`config.mk`:
```
export PLATFORM = sky130hd
export DESIGN_NAME = hsb_device_flat
export DESIGN_NICKNAME = d
export VERILOG_FILES = /design/src/inc/hsb_pkg.sv /design/src/inc/hsb_if.sv /design/src/logic/hsb_device.sv /design/src/flat_wrapper.sv
export SDC_FILE = /design/constraint.sdc
export NUM_CORES = 1
export LEC_CHECK = 0
export ABC_AREA = 1
export BUFFER_PORTS_ARGS = -buffer_cell sky130_fd_sc_hd__buf_2
export CAP_MARGIN = 25
export CORE_ASPECT_RATIO = 0.8
export CORE_MARGIN = 3
export CORE_UTILIZATION = 45
export DETAILED_ROUTE_END_ITERATION = 12
export PLACE_DENSITY = 0.65
export SLEW_MARGIN = 20
export SYNTH_ARGS = -nofsm -noshare
export SYNTH_HDL_FRONTEND = slang
export SYNTH_SLANG_ARGS = --single-unit
```
`constraint.sdc`:
```
create_clock -name pclk -period 4.4 [get_ports pclk]
set_input_delay 0 -clock pclk [delete_from_list [all_inputs] [get_ports pclk]]
set_output_delay 0 -clock pclk [all_outputs]
set_load 0.01 [all_outputs]
```
`src/inc/hsb_pkg.sv`:
```
package hsb_pkg;
  localparam int unsigned DATA_W       = 8;
  localparam int unsigned ADDR_W       = 6;
  localparam int unsigned CMD_DIR_POS  = 7;
  localparam int unsigned CMD_INC_POS  = 6;
  localparam int unsigned CLK_FREQ_HZ  = 20000000;
  localparam int unsigned SCK_HALF_DEF = 4;
  localparam int unsigned STB_HALF_DEF = 4;
  localparam logic [7:0]  BYTE_RESET   = 8'h00;
  localparam logic [2:0]  BIT_CNT_RST  = 3'h0;
  localparam logic [31:0] REG_CTRL     = 32'h0000_0000;
  localparam logic [31:0] REG_CMD      = 32'h0000_0004;
  localparam logic [31:0] REG_WDATA    = 32'h0000_0008;
  localparam logic [31:0] REG_RDATA    = 32'h0000_000c;
  localparam logic [31:0] REG_STATUS   = 32'h0000_0010;
  localparam logic [31:0] REG_BYPASS   = 32'h0000_0014;
endpackage : hsb_pkg

```
`src/inc/hsb_if.sv`:
```
`timescale 1ns/10ps
`default_nettype none
interface hsb_if;
  logic sck;
  logic mosi;
  logic miso;
  logic ss_n;
  logic irq_strobe;
  logic bypass_bit_data_dev;
  logic bypass_bit_valid_dev;
  logic bypass_bit_data_host;
  logic bypass_bit_valid_host;
  logic bypass_dev_oe;
  logic bypass_host_oe;
  modport device (input sck, input mosi, input ss_n, output miso, output irq_strobe,
                  output bypass_bit_data_dev, output bypass_bit_valid_dev, output bypass_dev_oe,
                  input bypass_bit_data_host, input bypass_bit_valid_host, input bypass_host_oe);
  modport host (output sck, output mosi, output ss_n, input miso, input irq_strobe,
                input bypass_bit_data_dev, input bypass_bit_valid_dev, input bypass_dev_oe,
                output bypass_bit_data_host, output bypass_bit_valid_host, output bypass_host_oe);
endinterface : hsb_if
`default_nettype wire

```
`src/logic/hsb_device.sv`:
```
`timescale 1ns/10ps
`default_nettype none
// Behaviour
// - four wires: mosi, miso, sck, ss
// - host clocks; shift in mosi, out miso
// - host lowers select before transfer
// - first byte command, rest data
// - select held low whole transaction
// - bit7 zero read, one write
// - bit6 set increments address per byte
// - six bit address, eight bit data
// - burst length unlimited
// - select high ends transaction
// - bypass path carries payload bits only
// - receive: bit valid after strobe fall
// - transmit: capture bit on strobe fall
// - host samples bypass on strobe rise
module hsb_device
  import hsb_pkg::*;
#(
  parameter int unsigned STB_HALF = STB_HALF_DEF
) (
  // clock and reset
  input  wire logic              pclk,
  input  wire logic              presetn,
  // link
  hsb_if.device                  lnk,
  // register side
  output logic                   reg_we,
  output logic [ADDR_W-1:0]      reg_addr,
  output logic [DATA_W-1:0]      reg_wdata,
  input  wire logic [DATA_W-1:0] reg_rdata,
  // bypass payload side
  input  wire logic              byp_enable,
  input  wire logic              byp_tx_mode,
  input  wire logic              byp_rx_bit,
  input  wire logic              byp_rx_valid,
  output logic                   byp_tx_bit,
  output logic                   byp_tx_valid,
  output logic                   byp_tx_take
);
  ////////////////////////////////////////////////////////////////////////////
  // synchronisers
  logic [2:0] s1_q, s2_q, s1_d;
  logic       sck_old_q;
  logic       h1_q, h2_q, h1_d;
  always_comb begin
    s1_d = {lnk.sck, lnk.mosi, lnk.ss_n};
    h1_d = lnk.bypass_bit_data_host;
  end
  always_ff @(posedge pclk or negedge presetn) begin
    if (!presetn) begin
      s1_q      <= 3'h1;
      s2_q      <= 3'h1;
      sck_old_q <= 1'b0;
      h1_q      <= 1'b0;
      h2_q      <= 1'b0;
    end else begin
      s1_q      <= s1_d;
      s2_q      <= s1_q;
      sck_old_q <= s2_q[2];
      h1_q      <= h1_d;
      h2_q      <= h1_q;
    end
  end
  logic v1_q, v2_q;
  always_ff @(posedge pclk or negedge presetn) begin
    if (!presetn) begin
      v1_q <= 1'b0;
      v2_q <= 1'b0;
    end else begin
      v1_q <= lnk.bypass_bit_valid_host;
      v2_q <= v1_q;
    end
  end
  logic sck_s, mosi_s, ss_s, sck_rise, sck_fall;
  always_comb begin
    sck_s    = s2_q[2];
    mosi_s   = s2_q[1];
    ss_s     = s2_q[0];
    sck_rise = sck_s & ~sck_old_q;
    sck_fall = ~sck_s & sck_old_q;
  end
  ////////////////////////////////////////////////////////////////////////////
  // spi slave
  logic [2:0]        cnt_q, cnt_d;
  logic [7:0]        sh_q, sh_d, tx_q, tx_d;
  logic              cmd_q, cmd_d, dir_q, dir_d, inc_q, inc_d, wr_q, wr_d;
  logic [ADDR_W-1:0] addr_q, addr_d;
  logic [7:0]        wd_q, wd_d;
  logic              miso_q, miso_d, rd_q, rd_d;
  logic [7:0]        nb;
  always_comb begin
    cnt_d  = cnt_q;
    sh_d   = sh_q;
    tx_d   = tx_q;
    cmd_d  = cmd_q;
    dir_d  = dir_q;
    inc_d  = inc_q;
    addr_d = addr_q;
    wd_d   = wd_q;
    wr_d   = 1'b0;
    rd_d   = 1'b0;
    miso_d = miso_q;
    nb     = {sh_q[6:0], mosi_s};
    if (ss_s) begin
      cnt_d  = BIT_CNT_RST;
      cmd_d  = 1'b1;
      miso_d = 1'b0;
    end else begin
      if (rd_q) begin
        tx_d = reg_rdata;
      end
      if (wr_q && inc_q) begin
        addr_d = addr_q + 6'h01;
      end
      if (sck_rise) begin
        sh_d  = nb;
        cnt_d = cnt_q + 3'h1;
        if (cnt_q == 3'h7) begin
          if (cmd_q) begin
            cmd_d  = 1'b0;
            dir_d  = nb[CMD_DIR_POS];
            inc_d  = nb[CMD_INC_POS];
            addr_d = nb[ADDR_W-1:0];
            rd_d   = ~nb[CMD_DIR_POS];
          end else begin
            if (dir_q) begin
              wd_d = nb;
              wr_d = 1'b1;
            end else begin
              rd_d = 1'b1;
            end
            if (inc_q && !dir_q) begin
              addr_d = addr_q + 6'h01;
            end
          end
        end
      end
      if (sck_fall) begin
        if (!cmd_q && !dir_q) begin
          miso_d = tx_q[3'h7 - cnt_q];
        end else begin
          miso_d = 1'b0;
        end
      end
    end
  end
  always_ff @(posedge pclk or negedge presetn) begin
    if (!presetn) begin
      cnt_q  <= BIT_CNT_RST;
      sh_q   <= BYTE_RESET;
      tx_q   <= BYTE_RESET;
      cmd_q  <= 1'b1;
      dir_q  <= 1'b0;
      inc_q  <= 1'b0;
      addr_q <= '0;
      wd_q   <= BYTE_RESET;
      wr_q   <= 1'b0;
      rd_q   <= 1'b0;
      miso_q <= 1'b0;
    end else begin
      cnt_q  <= cnt_d;
      sh_q   <= sh_d;
      tx_q   <= tx_d;
      cmd_q  <= cmd_d;
      dir_q  <= dir_d;
      inc_q  <= inc_d;
      addr_q <= addr_d;
      wd_q   <= wd_d;
      wr_q   <= wr_d;
      rd_q   <= rd_d;
      miso_q <= miso_d;
    end
  end
  assign lnk.miso  = miso_q;
  assign reg_we    = wr_q;
  assign reg_addr  = addr_q;
  assign reg_wdata = wd_q;
  ////////////////////////////////////////////////////////////////////////////
  // bypass strobe
  logic [7:0] div_q, div_d;
  logic       stb_q, stb_d, bd_q, bd_d, bv_q, bv_d, tb_q, tb_d, tv_q, tv_d, tk_q, tk_d;
  always_comb begin
    div_d = div_q;
    stb_d = stb_q;
    bd_d  = bd_q;
    bv_d  = bv_q;
    tb_d  = tb_q;
    tv_d  = tv_q;
    tk_d  = 1'b0;
    if (!byp_enable) begin
      div_d = 8'h00;
      stb_d = 1'b1;
      bv_d  = 1'b0;
    end else if (div_q == 8'(STB_HALF - 1)) begin
      div_d = 8'h00;
      stb_d = ~stb_q;
      if (stb_q) begin
        if (byp_tx_mode) begin
          tb_d = h2_q;
          tv_d = v2_q;
          tk_d = 1'b1;
        end else begin
          bd_d = byp_rx_bit;
          bv_d = byp_rx_valid;
        end
      end
    end else begin
      div_d = div_q + 8'h01;
    end
  end
  always_ff @(posedge pclk or negedge presetn) begin
    if (!presetn) begin
      div_q <= 8'h00;
      stb_q <= 1'b1;
      bd_q  <= 1'b0;
      bv_q  <= 1'b0;
      tb_q  <= 1'b0;
      tv_q  <= 1'b0;
      tk_q  <= 1'b0;
    end else begin
      div_q <= div_d;
      stb_q <= stb_d;
      bd_q  <= bd_d;
      bv_q  <= bv_d;
      tb_q  <= tb_d;
      tv_q  <= tv_d;
      tk_q  <= tk_d;
    end
  end
  assign lnk.irq_strobe           = stb_q;
  assign lnk.bypass_bit_data_dev  = bd_q;
  assign lnk.bypass_bit_valid_dev = bv_q;
  assign lnk.bypass_dev_oe        = byp_enable & ~byp_tx_mode;
  assign byp_tx_bit               = tb_q;
  assign byp_tx_valid             = tv_q;
  assign byp_tx_take              = tk_q;
endmodule : hsb_device
`default_nettype wire

```
`src/flat_wrapper.sv`:
```
// flat-port wrapper written by rule: the top's interface ports become plain ports
module hsb_device_flat import hsb_pkg::*;
#(
  parameter int unsigned STB_HALF = STB_HALF_DEF
)
  (pclk, presetn, reg_we, reg_addr, reg_wdata, reg_rdata, byp_enable, byp_tx_mode, byp_rx_bit, byp_rx_valid, byp_tx_bit, byp_tx_valid, byp_tx_take, lnk_sck, lnk_mosi, lnk_ss_n, lnk_miso, lnk_irq_strobe, lnk_bypass_bit_data_dev, lnk_bypass_bit_valid_dev, lnk_bypass_dev_oe, lnk_bypass_bit_data_host, lnk_bypass_bit_valid_host, lnk_bypass_host_oe);
  hsb_if lnk_i ();
  input  wire logic pclk;
  input  wire logic presetn;
  output logic reg_we;
  output logic [ADDR_W-1:0] reg_addr;
  output logic [DATA_W-1:0] reg_wdata;
  input  wire logic [DATA_W-1:0] reg_rdata;
  input  wire logic byp_enable;
  input  wire logic byp_tx_mode;
  input  wire logic byp_rx_bit;
  input  wire logic byp_rx_valid;
  output logic byp_tx_bit;
  output logic byp_tx_valid;
  output logic byp_tx_take;
  input wire logic [$bits(lnk_i.sck)-1:0] lnk_sck;
  input wire logic [$bits(lnk_i.mosi)-1:0] lnk_mosi;
  input wire logic [$bits(lnk_i.ss_n)-1:0] lnk_ss_n;
  output wire logic [$bits(lnk_i.miso)-1:0] lnk_miso;
  output wire logic [$bits(lnk_i.irq_strobe)-1:0] lnk_irq_strobe;
  output wire logic [$bits(lnk_i.bypass_bit_data_dev)-1:0] lnk_bypass_bit_data_dev;
  output wire logic [$bits(lnk_i.bypass_bit_valid_dev)-1:0] lnk_bypass_bit_valid_dev;
  output wire logic [$bits(lnk_i.bypass_dev_oe)-1:0] lnk_bypass_dev_oe;
  input wire logic [$bits(lnk_i.bypass_bit_data_host)-1:0] lnk_bypass_bit_data_host;
  input wire logic [$bits(lnk_i.bypass_bit_valid_host)-1:0] lnk_bypass_bit_valid_host;
  input wire logic [$bits(lnk_i.bypass_host_oe)-1:0] lnk_bypass_host_oe;
  assign lnk_i.sck = lnk_sck;
  assign lnk_i.mosi = lnk_mosi;
  assign lnk_i.ss_n = lnk_ss_n;
  assign lnk_miso = lnk_i.miso;
  assign lnk_irq_strobe = lnk_i.irq_strobe;
  assign lnk_bypass_bit_data_dev = lnk_i.bypass_bit_data_dev;
  assign lnk_bypass_bit_valid_dev = lnk_i.bypass_bit_valid_dev;
  assign lnk_bypass_dev_oe = lnk_i.bypass_dev_oe;
  assign lnk_i.bypass_bit_data_host = lnk_bypass_bit_data_host;
  assign lnk_i.bypass_bit_valid_host = lnk_bypass_bit_valid_host;
  assign lnk_i.bypass_host_oe = lnk_bypass_host_oe;
  hsb_device #(.STB_HALF(STB_HALF)) u_core (.pclk(pclk), .presetn(presetn), .lnk(lnk_i), .reg_we(reg_we), .reg_addr(reg_addr), .reg_wdata(reg_wdata), .reg_rdata(reg_rdata), .byp_enable(byp_enable), .byp_tx_mode(byp_tx_mode), .byp_rx_bit(byp_rx_bit), .byp_rx_valid(byp_rx_valid), .byp_tx_bit(byp_tx_bit), .byp_tx_valid(byp_tx_valid), .byp_tx_take(byp_tx_take));
endmodule
```
==> impl_results.rst, run 1 <==
.. list-table::
   :header-rows: 1

   * - Metric
     - Value
   * - Number of DRC markers in iteration 0
     - 103
   * - Net count after synthesis
     - 346
   * - Power density cells
     - 344 nW/um^2
   * - Commonest cells in the synthesized netlist
     - 89 x sky130_fd_sc_hd__nand2_1, 59 x sky130_fd_sc_hd__dfrtp_1, 27 x sky130_fd_sc_hd__inv_1, 23 x sky130_fd_sc_hd__nand3_1, 17 x sky130_fd_sc_hd__o21ai_0
   * - Path type of the worst setup path
     - register to register
   * - Via count of the first global-routing pass
     - 2,214
   * - Number of antenna violations at the first check in global routing
     - 0
   * - X dimension of the die
     - 96.4 um
   * - Routed wire length
     - 5730 um
   * - Worst setup startpoint
     - u_core.div_q[0]$_DFF_PN0_
   * - Cell taking the most area after synthesis
     - sky130_fd_sc_hd__dfrtp_1
   * - Global Route Usage Sum
     - 17.6%
   * - Setup Fix Bufs, Post-CTS
     - 0
   * - Top-level port count
     - 43
   * - Routed wirelength normalized by instance count
     - 12.1 um
   * - Number of clock sinks
     - 63
   * - Clock Tree Root
     - sky130_fd_sc_hd__clkbuf_8
   * - Top cell type's share of synthesized area
     - 50.2%
   * - Post-synth ARST share
     - 100%
   * - Proportion of synthesized chip area in sequential cells
     - 53.8%
   * - Number of buffers created by CTS
     - 9
   * - Main area contributors after synthesis
     - sky130_fd_sc_hd__dfrtp_1 50%, sky130_fd_sc_hd__nand2_1 11%, sky130_fd_sc_hd__nand3_1 3.9%
   * - GPL Wtd Cong
     - 0.828
   * - Hold Path Origin
     - byp_tx_mode
   * - First drt pass iteration count
     - 4
   * - Unrepaired setup endpoints after global routing
     - no
   * - Yosys warning total
     - 0
   * - Reg2reg setup slack
     - 2120 ps
   * - Final non-filler cell total
     - 474
   * - DRC violations left
     - 0
   * - Post-layout net count
     - 412
   * - Wire length of the first global-routing pass
     - 10,300 um
   * - Highest fanout seen on the critical path
     - 6
   * - Crit end category
     - register
   * - Worst vdd ir
     - 0.207 mV
   * - Category of the worst setup path launch point
     - register
   * - Worst reg2reg startpoint
     - u_core.div_q[0]$_DFF_PN0_
   * - Upper clock frequency limit
     - 439 MHz
   * - Endpoints failing setup
     - 0
   * - Result of the run
     - finished, final reports clean
   * - Slew @ Worst Pin
     - 774 ps
   * - Estimated wirelength of the detail-placed design
     - 3900 um
   * - Effective utilization at floorplan
     - 48.0%
   * - Hold WC Path Type
     - primary input to register
   * - Share of final-layout standard cells stronger than drive strength 1
     - 25.7%
   * - Post-synth cell types
     - 34
   * - Tcrit/Tclk final
     - 51.7%
   * - Endpoint with the worst hold slack
     - u_core.byp_tx_bit$_DFFE_PN0P_
   * - Data required time of the critical path
     - 4670 ps
   * - Area enclosed by the die boundary
     - 7550 sq um
   * - Hold bufs inserted after CTS
     - 20
   * - Fin crit period
     - 2280 ps
   * - Worst R2R Path Depth
     - 7
   * - Maximum count of clock buffers along a single path
     - 2
   * - Largest net degree at the start of global routing
     - 64
   * - Leakage power total
     - 1.79 nW
   * - Sum Neg Setup Slack
     - 0 ps
   * - Number of synthesized register bits
     - 63
   * - Insertion delay to the later sink of the worst-skew pair
     - 330 ps
   * - Hold Path Depth
     - 4
   * - Clock slew seen by the registers of the worst setup and hold paths
     - 70 ps
   * - Final Power
     - 1.23 mW
   * - Synthesized cell area
     - 2940 sq um
   * - IO buf count
     - 41
   * - TritonCTS clock tree
     - done
   * - Vias per std cell
     - 4.82
   * - Deepest level of the CTS H-tree
     - 3
   * - Std-Cell Rows
     - 25
   * - Core box area
     - 6130 sq um
   * - Clock Skews
     - 6.34 ps
   * - Cell with the most instances after synthesis
     - sky130_fd_sc_hd__nand2_1
   * - Post-synthesis area per instance
     - 9.14 sq um
   * - Area growth syn-to-layout
     - 21.9%
   * - Final slew viol count
     - 0
   * - Most instantiated flip-flop cell in the synthesis netlist
     - sky130_fd_sc_hd__dfrtp_1
   * - PostCTS Resize Cnt
     - 0
   * - Max-cap violation count
     - 0
   * - Overflow left after global routing
     - 0
   * - Number of enable-type register cells in the synthesized netlist
     - 0
   * - Floorplan die height
     - 78.3 um
   * - R2R Path End
     - u_core.lnk.bypass_bit_data_dev$_DFFE_PN0P_
   * - Endpoints failing hold
     - 0
   * - Placed instance count
     - 438
   * - Count of nets left with antenna violations after detail routing
     - 0
   * - Number of diodes added for antenna fixing
     - 0
   * - Data arrival time of the worst path
     - 2540 ps
   * - Slew headroom
     - 48.4%
   * - Vias
     - 2,285
   * - Syn Inst Count
     - 322
-- report_power, final --
group / switching [mW] / internal (mW)
registers: 0.0255 / 0.618
clock network: 0.212 / 0.258
logic: 0.0672 / 0.0503
-- worst max-delay path by stage --
stage                                                 end  cells after the start
6_report       u_core.lnk.bypass_bit_data_dev$_DFFE_PN0P_                      7
4_1_cts        u_core.lnk.bypass_bit_data_dev$_DFFE_PN0P_                      7
2_1_floorplan              u_core.reg_addr[3]$_DFFE_PN0N_                      9
5_1_grt        u_core.lnk.bypass_bit_data_dev$_DFFE_PN0P_                      7
3_3_place_gp               u_core.reg_addr[1]$_DFFE_PN0N_                      7
3_5_place_dp               u_core.reg_addr[1]$_DFFE_PN0N_                      7
-- critical path, stage by stage (launching register included) --
cell and delay (ps):
sky130_fd_sc_hd__dfrtp_1 370, sky130_fd_sc_hd__ha_1 230, sky130_fd_sc_hd__nand4_2 160, sky130_fd_sc_hd__nor2_4 180
sky130_fd_sc_hd__nand3_1 90, sky130_fd_sc_hd__dlygate4sd3_1 560, sky130_fd_sc_hd__nand2_1 70, sky130_fd_sc_hd__dlygate4sd3_1 540
-- area by class of cell --
type / count / area [sq um]
clock buffers: 11 / 131
clock inverters: 5 / 50.0
fillers: 577 / 2550
inverters: 35 / 131
multi-input cells: 217 / 1180
flip-flops and latches: 63 / 1580
well taps: 81 / 101
repair buffers: 62 / 413
-- metrics by stage --
step / utilization (%) / hold slack (ps) / setup slack (ps) / area [sq um]
6_report: 58.5 / 23.0 / 2120 / 3580
5_1_grt: 58.5 / 37.1 / 2010 / 3580
4_1_cts: 58.5 / 6.16 / 2150 / 3580
3_5_place_dp: 52.2 / 107 / 2550 / 3200
3_3_place_gp: 52.2 / 105 / 2550 / 3200
2_1_floorplan: - / -296 / 2910 / 2940
-- state kept, by name, indices dropped and copies added (netlist names), 3 cells and up --
register          cells
u_core.s2_q           3
u_core.cnt_q          3
u_core.sh_q           7
u_core.tx_q           8
u_core.div_q          8
u_core.s1_q           3
u_core.reg_addr       6
u_core.reg_wdata      8
-- logic make-up (layout without fill, tap and decap cells) --
| kind of cell | after synthesis | count (layout) | synth area share, % |
|---|---|---|---|
| DFF | 63 | 63 | 53.8 |
| muxes | 8 | 8 | 3.06 |
| xor gates and xnor gates | 6 | 6 | 1.79 |
| and+or+nand+nor | 153 | 153 | 24.2 |
| AOI/OAI and AO/OA | 46 | 46 | 9.19 |
| adders and majority gates | 4 | 4 | 1.70 |
| buffers and inverters | 42 | 113 | 6.25 |
-- routing by layer --
layer | vias up | wire length (um) | track usage [%]
met3 | 8 | 277 | 6.61
met4 | 0 | 57 | 4.20
met5 | - | 0 | 0
li1 | 1171 | - | -
met2 | 45 | 2620 | 26.2
met1 | 1061 | 2780 | 24.3
-- cell usage in the layout, fill, tap and decap left out, types with 3 or more instances in the layout --
master and count:
sky130_fd_sc_hd__a21oi_1 13, sky130_fd_sc_hd__buf_2 41, sky130_fd_sc_hd__clkbuf_8 9, sky130_fd_sc_hd__clkinv_2 4, sky130_fd_sc_hd__dfrtp_1 59, sky130_fd_sc_hd__dfstp_2 4, sky130_fd_sc_hd__dlygate4sd3_1 20, sky130_fd_sc_hd__ha_1 4
sky130_fd_sc_hd__inv_1 27, sky130_fd_sc_hd__inv_2 8, sky130_fd_sc_hd__mux2_2 8, sky130_fd_sc_hd__nand2_1 89, sky130_fd_sc_hd__nand2_2 5, sky130_fd_sc_hd__nand3_1 23, sky130_fd_sc_hd__nor2_1 15, sky130_fd_sc_hd__nor2_2 5
sky130_fd_sc_hd__nor3b_1 3, sky130_fd_sc_hd__o21ai_0 17, sky130_fd_sc_hd__o21ai_1 4, sky130_fd_sc_hd__o21ai_2 8, sky130_fd_sc_hd__xnor2_1 4
Power figures use the tool's default switching activity.
==> inputs of run 2 (changes only) <==
--- a/config.mk
+++ b/config.mk
@@ -5,14 +5,14 @@
 export SDC_FILE = /design/constraint.sdc
 export NUM_CORES = 1
 export LEC_CHECK = 0
-export ABC_AREA = 1
+export ABC_AREA = 0
 export BUFFER_PORTS_ARGS = -buffer_cell sky130_fd_sc_hd__buf_2
 export CAP_MARGIN = 25
 export CORE_ASPECT_RATIO = 0.8
 export CORE_MARGIN = 3
 export CORE_UTILIZATION = 45
 export DETAILED_ROUTE_END_ITERATION = 12
-export PLACE_DENSITY = 0.65
+export PLACE_DENSITY = 0.68
 export SLEW_MARGIN = 20
 export SYNTH_ARGS = -nofsm -noshare
 export SYNTH_HDL_FRONTEND = slang
==> constraint.sdc (replaced) <==
create_clock -name pclk -period 1.9 [get_ports pclk]
set_input_delay 0 -clock pclk [delete_from_list [all_inputs] [get_ports pclk]]
set_output_delay 0 -clock pclk [all_outputs]
set_load 0.01 [all_outputs]
==> run 2 against run 1 <==
The flow now finishes with violations (negative setup slack). Combinational power increased to 2.7 times the previous value. Sequential power increased by 140%. Cell count decreased by 19%. Maximum frequency increased by 17%. Largest power group unchanged. Highest routed layer unchanged. Clock power increased to 2.7 times the previous value. Area after synthesis decreased by 6.2%. Critical path depth decreased by 1.
==> impl_results.rst, run 2 <==
.. list-table::
   :header-rows: 1

   * - Metric
     - Value
   * - Crit end category
     - register
   * - Cell with the largest stage delay on the worst path
     - sky130_fd_sc_hd__or4b_1
   * - Floorplan die height
     - 76.0 um (-2.9%)
   * - Highest-count cells in the layout ignoring fill and taps
     - 59 x sky130_fd_sc_hd__dfrtp_1, 41 x sky130_fd_sc_hd__buf_2, 32 x sky130_fd_sc_hd__mux2_2, 17 x sky130_fd_sc_hd__dlygate4sd3_1, 17 x sky130_fd_sc_hd__buf_4
   * - Syn Inst Count
     - 222 (-31%)
   * - Main area contributors after synthesis
     - sky130_fd_sc_hd__dfrtp_1 54%, sky130_fd_sc_hd__mux2_2 13%, sky130_fd_sc_hd__dfstp_2 3.8%
   * - Final Power
     - 3.14 mW (+150%)
   * - Routed wire length
     - 5920 um (+3.2%)
   * - TritonCTS clock tree
     - done
   * - Number of DRC markers in iteration 0
     - 135 (+31%)
   * - Clock Skews
     - 3.75 ps (-2.59 ps)
   * - Critical-path cell list
     - ha_2, ha_4, and4bb_4, or3_4, or4b_1, o211ai_1
   * - Post-synthesis area per instance
     - 12.4 sq um (+36%)
   * - Deepest level of the CTS H-tree
     - 3 (unchanged)
   * - Worst slack, placed
     - -28.9 ps (-2570 ps)
   * - Worst setup startpoint
     - u_core.cnt_q[1]$_DFFE_PN0P_
   * - Global Route Usage Sum
     - 18.1% (+0.58 points)
   * - Vias
     - 2,049 (-10%)
   * - Effective utilization at floorplan
     - 48.6% (+0.63 points)
   * - Core box area
     - 5680 sq um (-7.4%)
   * - Number of diodes added for antenna fixing
     - 0 (unchanged)
   * - Share of final-layout standard cells stronger than drive strength 1
     - 38.6% (+13 points)
   * - Largest net degree at the start of global routing
     - 64 (unchanged)
   * - Hold Path Origin
     - byp_tx_mode
   * - Most frequent standard cell in the layout excluding fill and tap cells
     - sky130_fd_sc_hd__dfrtp_1
   * - Proportion of synthesized chip area in sequential cells
     - 57.3% (+3.6 points)
   * - Power density cells
     - 869 nW/um^2 (+150%)
   * - Most instantiated flip-flop cell in the synthesis netlist
     - sky130_fd_sc_hd__dfrtp_1
   * - Tcrit/Tclk final
     - 103% (+51 points)
   * - Vias per std cell
     - 5.31 (+10%)
   * - Routed wirelength normalized by instance count
     - 15.3 um (+27%)
   * - Top-level port count
     - 43 (unchanged)
   * - Data required time of the critical path
     - 2160 ps (-2510 ps)
   * - Clock Tree Root
     - sky130_fd_sc_hd__clkbuf_8
   * - Worst vdd ir
     - 0.521 mV (+150%)
   * - Number of antenna violations at the first check in global routing
     - 0 (unchanged)
   * - Highest fanout seen on the critical path
     - 2 (-4)
   * - Critical path buffers and inverters
     - 0 (-2)
   * - Post-layout net count
     - 327 (-21%)
   * - Estimated wirelength of the detail-placed design
     - 3960 um (+1.7%)
   * - Overflow left after global routing
     - 0 (unchanged)
   * - Path type of the worst setup path
     - register to register
   * - Data arrival time of the worst path
     - 2210 ps (-330 ps)
   * - Worst reg2reg startpoint
     - u_core.cnt_q[1]$_DFFE_PN0P_
   * - Leakage power total
     - 1.71 nW (-4.6%)
   * - Commonest cells in the synthesized netlist
     - 59 x sky130_fd_sc_hd__dfrtp_1, 32 x sky130_fd_sc_hd__mux2_2, 13 x sky130_fd_sc_hd__nor2_1, 10 x sky130_fd_sc_hd__nand3_1, 9 x sky130_fd_sc_hd__nand2_1
   * - Unrepaired setup endpoints after global routing
     - yes
   * - Max-cap violation count
     - 0 (unchanged)
   * - GPL Wtd Cong
     - 0.981 (+18%)
   * - Category of the worst setup path launch point
     - register
   * - Post-route cell area
     - 3610 sq um (+0.73%)
   * - First drt pass iteration count
     - 4 (unchanged)
   * - DRC violations left
     - 0 (unchanged)
   * - Slowest stage delay, CP
     - 460 ps (-100 ps)
   * - DP Area
     - 3190 sq um (-0.39%)
   * - Count of nets left with antenna violations after detail routing
     - 0 (unchanged)
   * - Final worst slack
     - -52.5 ps (-2180 ps)
   * - Yosys warning total
     - 0 (unchanged)
   * - Hold WC Path Type
     - primary input to register
   * - Insertion delay to the later sink of the worst-skew pair
     - 340 ps (about the same)
   * - Number of clock sinks
     - 63 (unchanged)
   * - X dimension of the die
     - 93.5 um (-3.0%)
   * - Synthesized cell area
     - 2760 sq um (-6.2%)
   * - Slew headroom
     - 51.8% (+3.4 points)
   * - Area enclosed by the die boundary
     - 7110 sq um (-5.8%)
   * - Clock slew seen by the registers of the worst setup and hold paths
     - 70 ps (about the same)
   * - Wire length of the first global-routing pass
     - 10,100 um (-1.4%)
   * - IO buf count
     - 41 (unchanged)
   * - Number of buffers created by CTS
     - 9 (unchanged)
   * - Sum Neg Setup Slack
     - -52.5 ps (-52.5 ps)
   * - Area growth syn-to-layout
     - 30.9%
   * - Cell with the most instances after synthesis
     - sky130_fd_sc_hd__dfrtp_1
   * - Result of the run
     - finished, violations left
   * - Hold slack
     - 44.4 ps (+21.4 ps)
   * - Post-synth ARST share
     - 100% (unchanged)
   * - Maximum count of clock buffers along a single path
     - 2 (unchanged)
   * - Cell taking the most area after synthesis
     - sky130_fd_sc_hd__dfrtp_1
   * - Endpoints failing setup
     - 1 (+1)
   * - Post-synth cell types
     - 45 (+32%)
   * - Slew @ Worst Pin
     - 722 ps (-52.2 ps)
   * - Number of enable-type register cells in the synthesized netlist
     - 0 (unchanged)
   * - Net count after synthesis
     - 246 (-29%)
   * - Violated checks
     - negative setup slack
   * - Upper clock frequency limit
     - 512 MHz (+17%)
   * - Endpoints failing hold
     - 0 (unchanged)
   * - Via count of the first global-routing pass
     - 2,123 (-4.1%)
   * - Utilization of the core after routing
     - 63.6% (+5.2 points)
   * - Number of synthesized register bits
     - 63 (unchanged)
   * - Final non-filler cell total
     - 386 (-19%)
   * - Fin crit period
     - 1950 ps (-324 ps)
   * - Final slew viol count
     - 0 (unchanged)
   * - Top cell type's share of synthesized area
     - 53.5% (+3.3 points)
   * - Placed instance count
     - 351 (-20%)
   * - CP delay by family, top
     - simple AND/OR/NAND/NOR gates
   * - Std-Cell Rows
     - 24 (-4.0%)
## run 2: power by group
group          internal, mW  switching, mW
registers              1.45         0.0941
clock network         0.742          0.534
logic                 0.179          0.136
total                  2.37          0.764
## run 2: final timing paths
| path | to | slack [ps] | cells after the start |
|---|---|---|---|
| max in group asynchronous | u_core.lnk.irq_strobe$_DFFE_PN1N_ | 1380 | 3 |
| hold reg to reg | u_core.s2_q[2]$_DFF_PN0_ | 350 | 0 |
| hold / removal | u_core.byp_tx_take$_DFF_PN0_ | 40 | 2 |
| setup / recovery | u_core.reg_addr[5]$_DFFE_PN0N_ | -50 | 6 |
| setup reg to reg | u_core.reg_addr[5]$_DFFE_PN0N_ | -50 | 6 |
| min in group asynchronous | u_core.tx_q[4]$_DFFE_PN0P_ | 200 | 3 |
## run 2: kinds of logic after synthesis
kind of cell,count (synthesis),synth area share [%]
simple gates,73,14.8
flops,63,57.3
mux,36,15.0
compound gates,28,6.99
xor+xnor,9,2.86
buf+inv,9,1.27
fa+ha+maj,4,1.81
## run 2: what timing repair did
action,in CTS,in global routing
endpoints found under the setup margin,4,5
endpoints found under the hold margin,79,0
pin swaps,1,1
setup buffers,1,1
hold buffers,17,0
resized for setup,1,2
## run 2: layout make-up
cell class	instances	area, sq um
Tap cell	78	97.6
Timing Repair Buffer	76	523
Fill cell	449	2060
Clock buffer	9	124
Multi-Input combinational cell	150	1180
Sequential cell	63	1580
Inverter	3	11.3
Clock inverter	7	96.3
## run 2: layer usage
| layer | track usage [%] | up-vias | wire [um] | part of all wire, % |
|---|---|---|---|---|
| met4 | 7.50 | 0 | 110 | 1.9 |
| met3 | 6.61 | 13 | 437 | 7.4 |
| met2 | 25.6 | 75 | 2590 | 44 |
| li1 | - | 972 | - | - |
| met5 | 0 | - | 0 | 0 |
| met1 | 25.3 | 989 | 2780 | 47 |
## run 2: worst reg2reg max path, cell delays in order (launching register included)
cell	delay (ps)
sky130_fd_sc_hd__dfrtp_1	390
sky130_fd_sc_hd__ha_2	210
sky130_fd_sc_hd__ha_4	160
sky130_fd_sc_hd__and4bb_4	190
sky130_fd_sc_hd__or3_4	360
sky130_fd_sc_hd__or4b_1	460
sky130_fd_sc_hd__o211ai_1	100
==> inputs of run 3 (changes only) <==
--- a/config.mk
+++ b/config.mk
@@ -7,10 +7,9 @@
 export LEC_CHECK = 0
 export ABC_AREA = 0
 export BUFFER_PORTS_ARGS = -buffer_cell sky130_fd_sc_hd__buf_2
-export CAP_MARGIN = 25
 export CORE_ASPECT_RATIO = 0.8
-export CORE_MARGIN = 3
 export CORE_UTILIZATION = 45
+export CTS_CLUSTER_DIAMETER = 120
 export DETAILED_ROUTE_END_ITERATION = 12
 export PLACE_DENSITY = 0.68
 export SLEW_MARGIN = 20
==> run 3 against run 2 <==
The run still ends with negative setup slack left. Flip-flop and latch count unchanged. Sequential power about the same. Clock skew up 3.2 ps. Global-route usage up 1.8 points. Clock-buffer cell count up 2. Die area down 9.3%. Combinational power down 4%. Final area up 0.42%. Hold slack better by 18 ps. First-iteration DRC count down 33%. Worst setup slack worse by 7.4 ps.
==> impl_results.rst, run 3 (synthesis results as in run 2) <==
.. list-table::
   :header-rows: 1

   * - Metric
     - Value
   * - Via count of the first global-routing pass
     - 2,042 (-3.8%)
   * - TritonCTS clock tree
     - done
   * - Data required time of the critical path
     - 2150 ps (about the same)
   * - Vias
     - 2,069 (+0.98%)
   * - Highest-count cells in the layout ignoring fill and taps
     - 59 x sky130_fd_sc_hd__dfrtp_1, 41 x sky130_fd_sc_hd__buf_2, 32 x sky130_fd_sc_hd__mux2_2, 17 x sky130_fd_sc_hd__dlygate4sd3_1, 15 x sky130_fd_sc_hd__buf_4
   * - Portion of total power attributed to sequential cells
     - 49.0% (-0.3 points)
   * - Unrepaired setup endpoints after global routing
     - yes
   * - Switching power share of the total
     - 22.9% (-1.5 points)
   * - Relative contribution of combinational cells to total power
     - 9.5% (-0.5 points)
   * - Internal power contribution
     - 2.44 mW (+2.6%)
   * - Leakage power total
     - 1.71 nW (-0.24%)
   * - Floorplan die height
     - 72.0 um (-5.3%)
   * - Worst R2R Path Depth
     - 6 (unchanged)
   * - Placed instance count
     - 354 (+0.85%)
   * - First drt pass iteration count
     - 4 (unchanged)
   * - Fin crit period
     - 1960 ps (+7.40 ps)
   * - Insertion delay to the later sink of the worst-skew pair
     - 330 ps (about the same)
   * - Max-cap violation count
     - 0 (unchanged)
   * - Worst reg2reg startpoint
     - u_core.cnt_q[1]$_DFFE_PN0P_
   * - Post-layout net count
     - 326 (-0.31%)
   * - Share of final-layout standard cells stronger than drive strength 1
     - 38.8% (+0.13 points)
   * - Largest net degree at the start of global routing
     - 64 (unchanged)
   * - Clock Skews
     - 6.92 ps (+3.17 ps)
   * - DP Area
     - 3210 sq um (+0.51%)
   * - Core box area
     - 5910 sq um (+4.2%)
   * - Reg2reg setup slack
     - -60 ps (about the same)
   * - Clock slew seen by the registers of the worst setup and hold paths
     - 70 ps (about the same)
   * - Number of diodes added for antenna fixing
     - 0 (unchanged)
   * - Number of antenna violations at the first check in global routing
     - 0 (unchanged)
   * - Count of nets left with antenna violations after detail routing
     - 0 (unchanged)
   * - Overflow left after global routing
     - 0 (unchanged)
   * - Hold WC Path Type
     - primary input to register
   * - Estimated wirelength of the detail-placed design
     - 3860 um (-2.5%)
   * - Number of DRC markers in iteration 0
     - 90 (-33%)
   * - Routed wire length
     - 5670 um (-4.1%)
   * - Hold Path Origin
     - byp_tx_mode
   * - Violated checks
     - negative setup slack
   * - Std-Cell Rows
     - 25 (+4.2%)
   * - Maximum count of clock buffers along a single path
     - 2 (unchanged)
   * - Area enclosed by the die boundary
     - 6450 sq um (-9.3%)
   * - Endpoint with the worst hold slack
     - u_core.lnk.bypass_bit_data_dev$_DFFE_PN0P_
   * - Path type of the worst setup path
     - register to register
   * - Crit end category
     - register
   * - Vias per std cell
     - 5.33 (+0.46%)
   * - Area growth syn-to-layout
     - 31.4%
   * - Worst vdd ir
     - 0.644 mV (+24%)
   * - Final slew viol count
     - 0 (unchanged)
   * - NetSw
     - 0.723 mW (-5.4%)
   * - Final non-filler cell total
     - 388 (+0.52%)
   * - Result of the run
     - finished, violations left
   * - Hold Path Depth
     - 3 (+1)
   * - Power density cells
     - 871 nW/um^2 (+0.26%)
   * - DRC violations left
     - 0 (unchanged)
   * - Slew @ Worst Pin
     - 641 ps (-80.4 ps)
   * - Global Route Usage Sum
     - 20.0% (+1.8 points)
   * - Final worst slack
     - -59.9 ps (-7.40 ps)
   * - Number of clock sinks
     - 63 (unchanged)
   * - Routed wirelength normalized by instance count
     - 14.6 um (-4.6%)
   * - Clock power share
     - 41.5% (+0.8 points)
   * - Tcrit/Tclk final
     - 103% (+0.39 points)
   * - Endpoints failing hold
     - 0 (unchanged)
   * - Post-route cell area
     - 3630 sq um (+0.42%)
   * - Wire length of the first global-routing pass
     - 9590 um (-5.3%)
   * - X dimension of the die
     - 89.5 um (-4.3%)
   * - GPL Wtd Cong
     - 0.866 (-12%)
   * - IO buf count
     - 41 (unchanged)
   * - Number of buffers created by CTS
     - 9 (unchanged)
   * - Top-level port count
     - 43 (unchanged)
   * - Slew headroom
     - 57.1% (+5.4 points)
   * - R2R Path End
     - u_core.reg_addr[5]$_DFFE_PN0N_
   * - Category of the worst setup path launch point
     - register
   * - Clock Tree Root
     - sky130_fd_sc_hd__clkbuf_8
   * - Endpoints failing setup
     - 1 (unchanged)
   * - Upper clock frequency limit
     - 510 MHz (-0.38%)
   * - Most frequent standard cell in the layout excluding fill and tap cells
     - sky130_fd_sc_hd__dfrtp_1
   * - Deepest level of the CTS H-tree
     - 3 (unchanged)
   * - Data arrival time of the worst path
     - 2210 ps (about the same)
   * - Highest fanout seen on the critical path
     - 2 (unchanged)
   * - Effective utilization at floorplan
     - 46.7% (-1.9 points)
==> run 3: layout make-up <==
cell class | count | area, sq um
fillers | 480 | 2290
flip-flops and latches | 63 | 1580
multi-input cells | 150 | 1170
repair buffers | 75 | 528
clock buffers | 11 | 151
well taps | 81 | 101
clock inverters | 5 | 80.1
inverters | 3 | 11.3
==> run 3: metrics by stage <==
| stage | hold slack [ps] | util [%] | worst slack [ps] | TNS, ps | total power [mW] |
|---|---|---|---|---|---|
| 2_1_floorplan | -296 | - | -90.6 | -90.6 | 1.70 |
| 3_3_place_gp | 35.4 | 54.2 | -0.256 | -0.256 | 1.84 |
| 3_5_place_dp | 36.7 | 54.2 | -36.2 | -36.2 | 1.85 |
| 4_1_cts | 39.5 | 61.2 | -46.7 | -46.7 | 3.20 |
| 5_1_grt | 50.0 | 61.3 | -132 | -162 | 3.31 |
| 6_report | 62.4 | 61.3 | -59.9 | -59.9 | 3.16 |
==> run 3: how the worst max path moves through the flow <==
stage / endpoint / startpoint / cells after the start / slack, ps
5_1_grt: u_core.reg_addr[5]$_DFFE_PN0N_ / u_core.cnt_q[1]$_DFFE_PN0P_ / 6 / -130
3_5_place_dp: u_core.reg_addr[5]$_DFFE_PN0N_ / u_core.cnt_q[1]$_DFFE_PN0P_ / 6 / -40
4_1_cts: u_core.reg_addr[5]$_DFFE_PN0N_ / u_core.cnt_q[0]$_DFFE_PN0P_ / 6 / -50
2_1_floorplan: u_core.reg_addr[5]$_DFFE_PN0N_ / u_core.cnt_q[1]$_DFFE_PN0P_ / 6 / -90
6_report: u_core.reg_addr[5]$_DFFE_PN0N_ / u_core.cnt_q[1]$_DFFE_PN0P_ / 6 / -60
3_3_place_gp: u_core.reg_addr[5]$_DFFE_PN0N_ / u_core.cnt_q[1]$_DFFE_PN0P_ / 6 / -0.3
==> run 3: power by group through the flow <==
stage                     registers, mW  logic [mW]  clock network [mW]
after CTS                          1.55       0.305                1.35
after global placement             1.56       0.272                   0
after global routing               1.56       0.336                1.41
after detailed placement           1.57       0.277                   0
final                              1.55       0.301                1.31
after floorplan                    1.55       0.149                   0
==> run 3: repair_timing <==
action,4_1_cts,5_1_grt
setup endpoints to repair,1,5
buffers inserted,1,0
pin swaps,1,1
hold endpoints to repair,79,0
gates resized for setup,0,3
hold buffers,17,0
==> run 3: worst max-delay path, stage by stage, from the launching register on <==
cell	delay [ps]
sky130_fd_sc_hd__dfrtp_1	390
sky130_fd_sc_hd__ha_2	210
sky130_fd_sc_hd__ha_4	160
sky130_fd_sc_hd__and4bb_4	190
sky130_fd_sc_hd__or3_4	360
sky130_fd_sc_hd__or4b_4	480
sky130_fd_sc_hd__o211ai_1	100
==> run 3: metal layers <==
metal | wire, um | share of wire [%] | track usage, %
met2 | 2550 | 45 | 28.9
met1 | 2750 | 48 | 28.0
met3 | 363 | 6.4 | 7.74
met4 | 19 | 0.33 | 5.64
met5 | 0 | 0 | 0
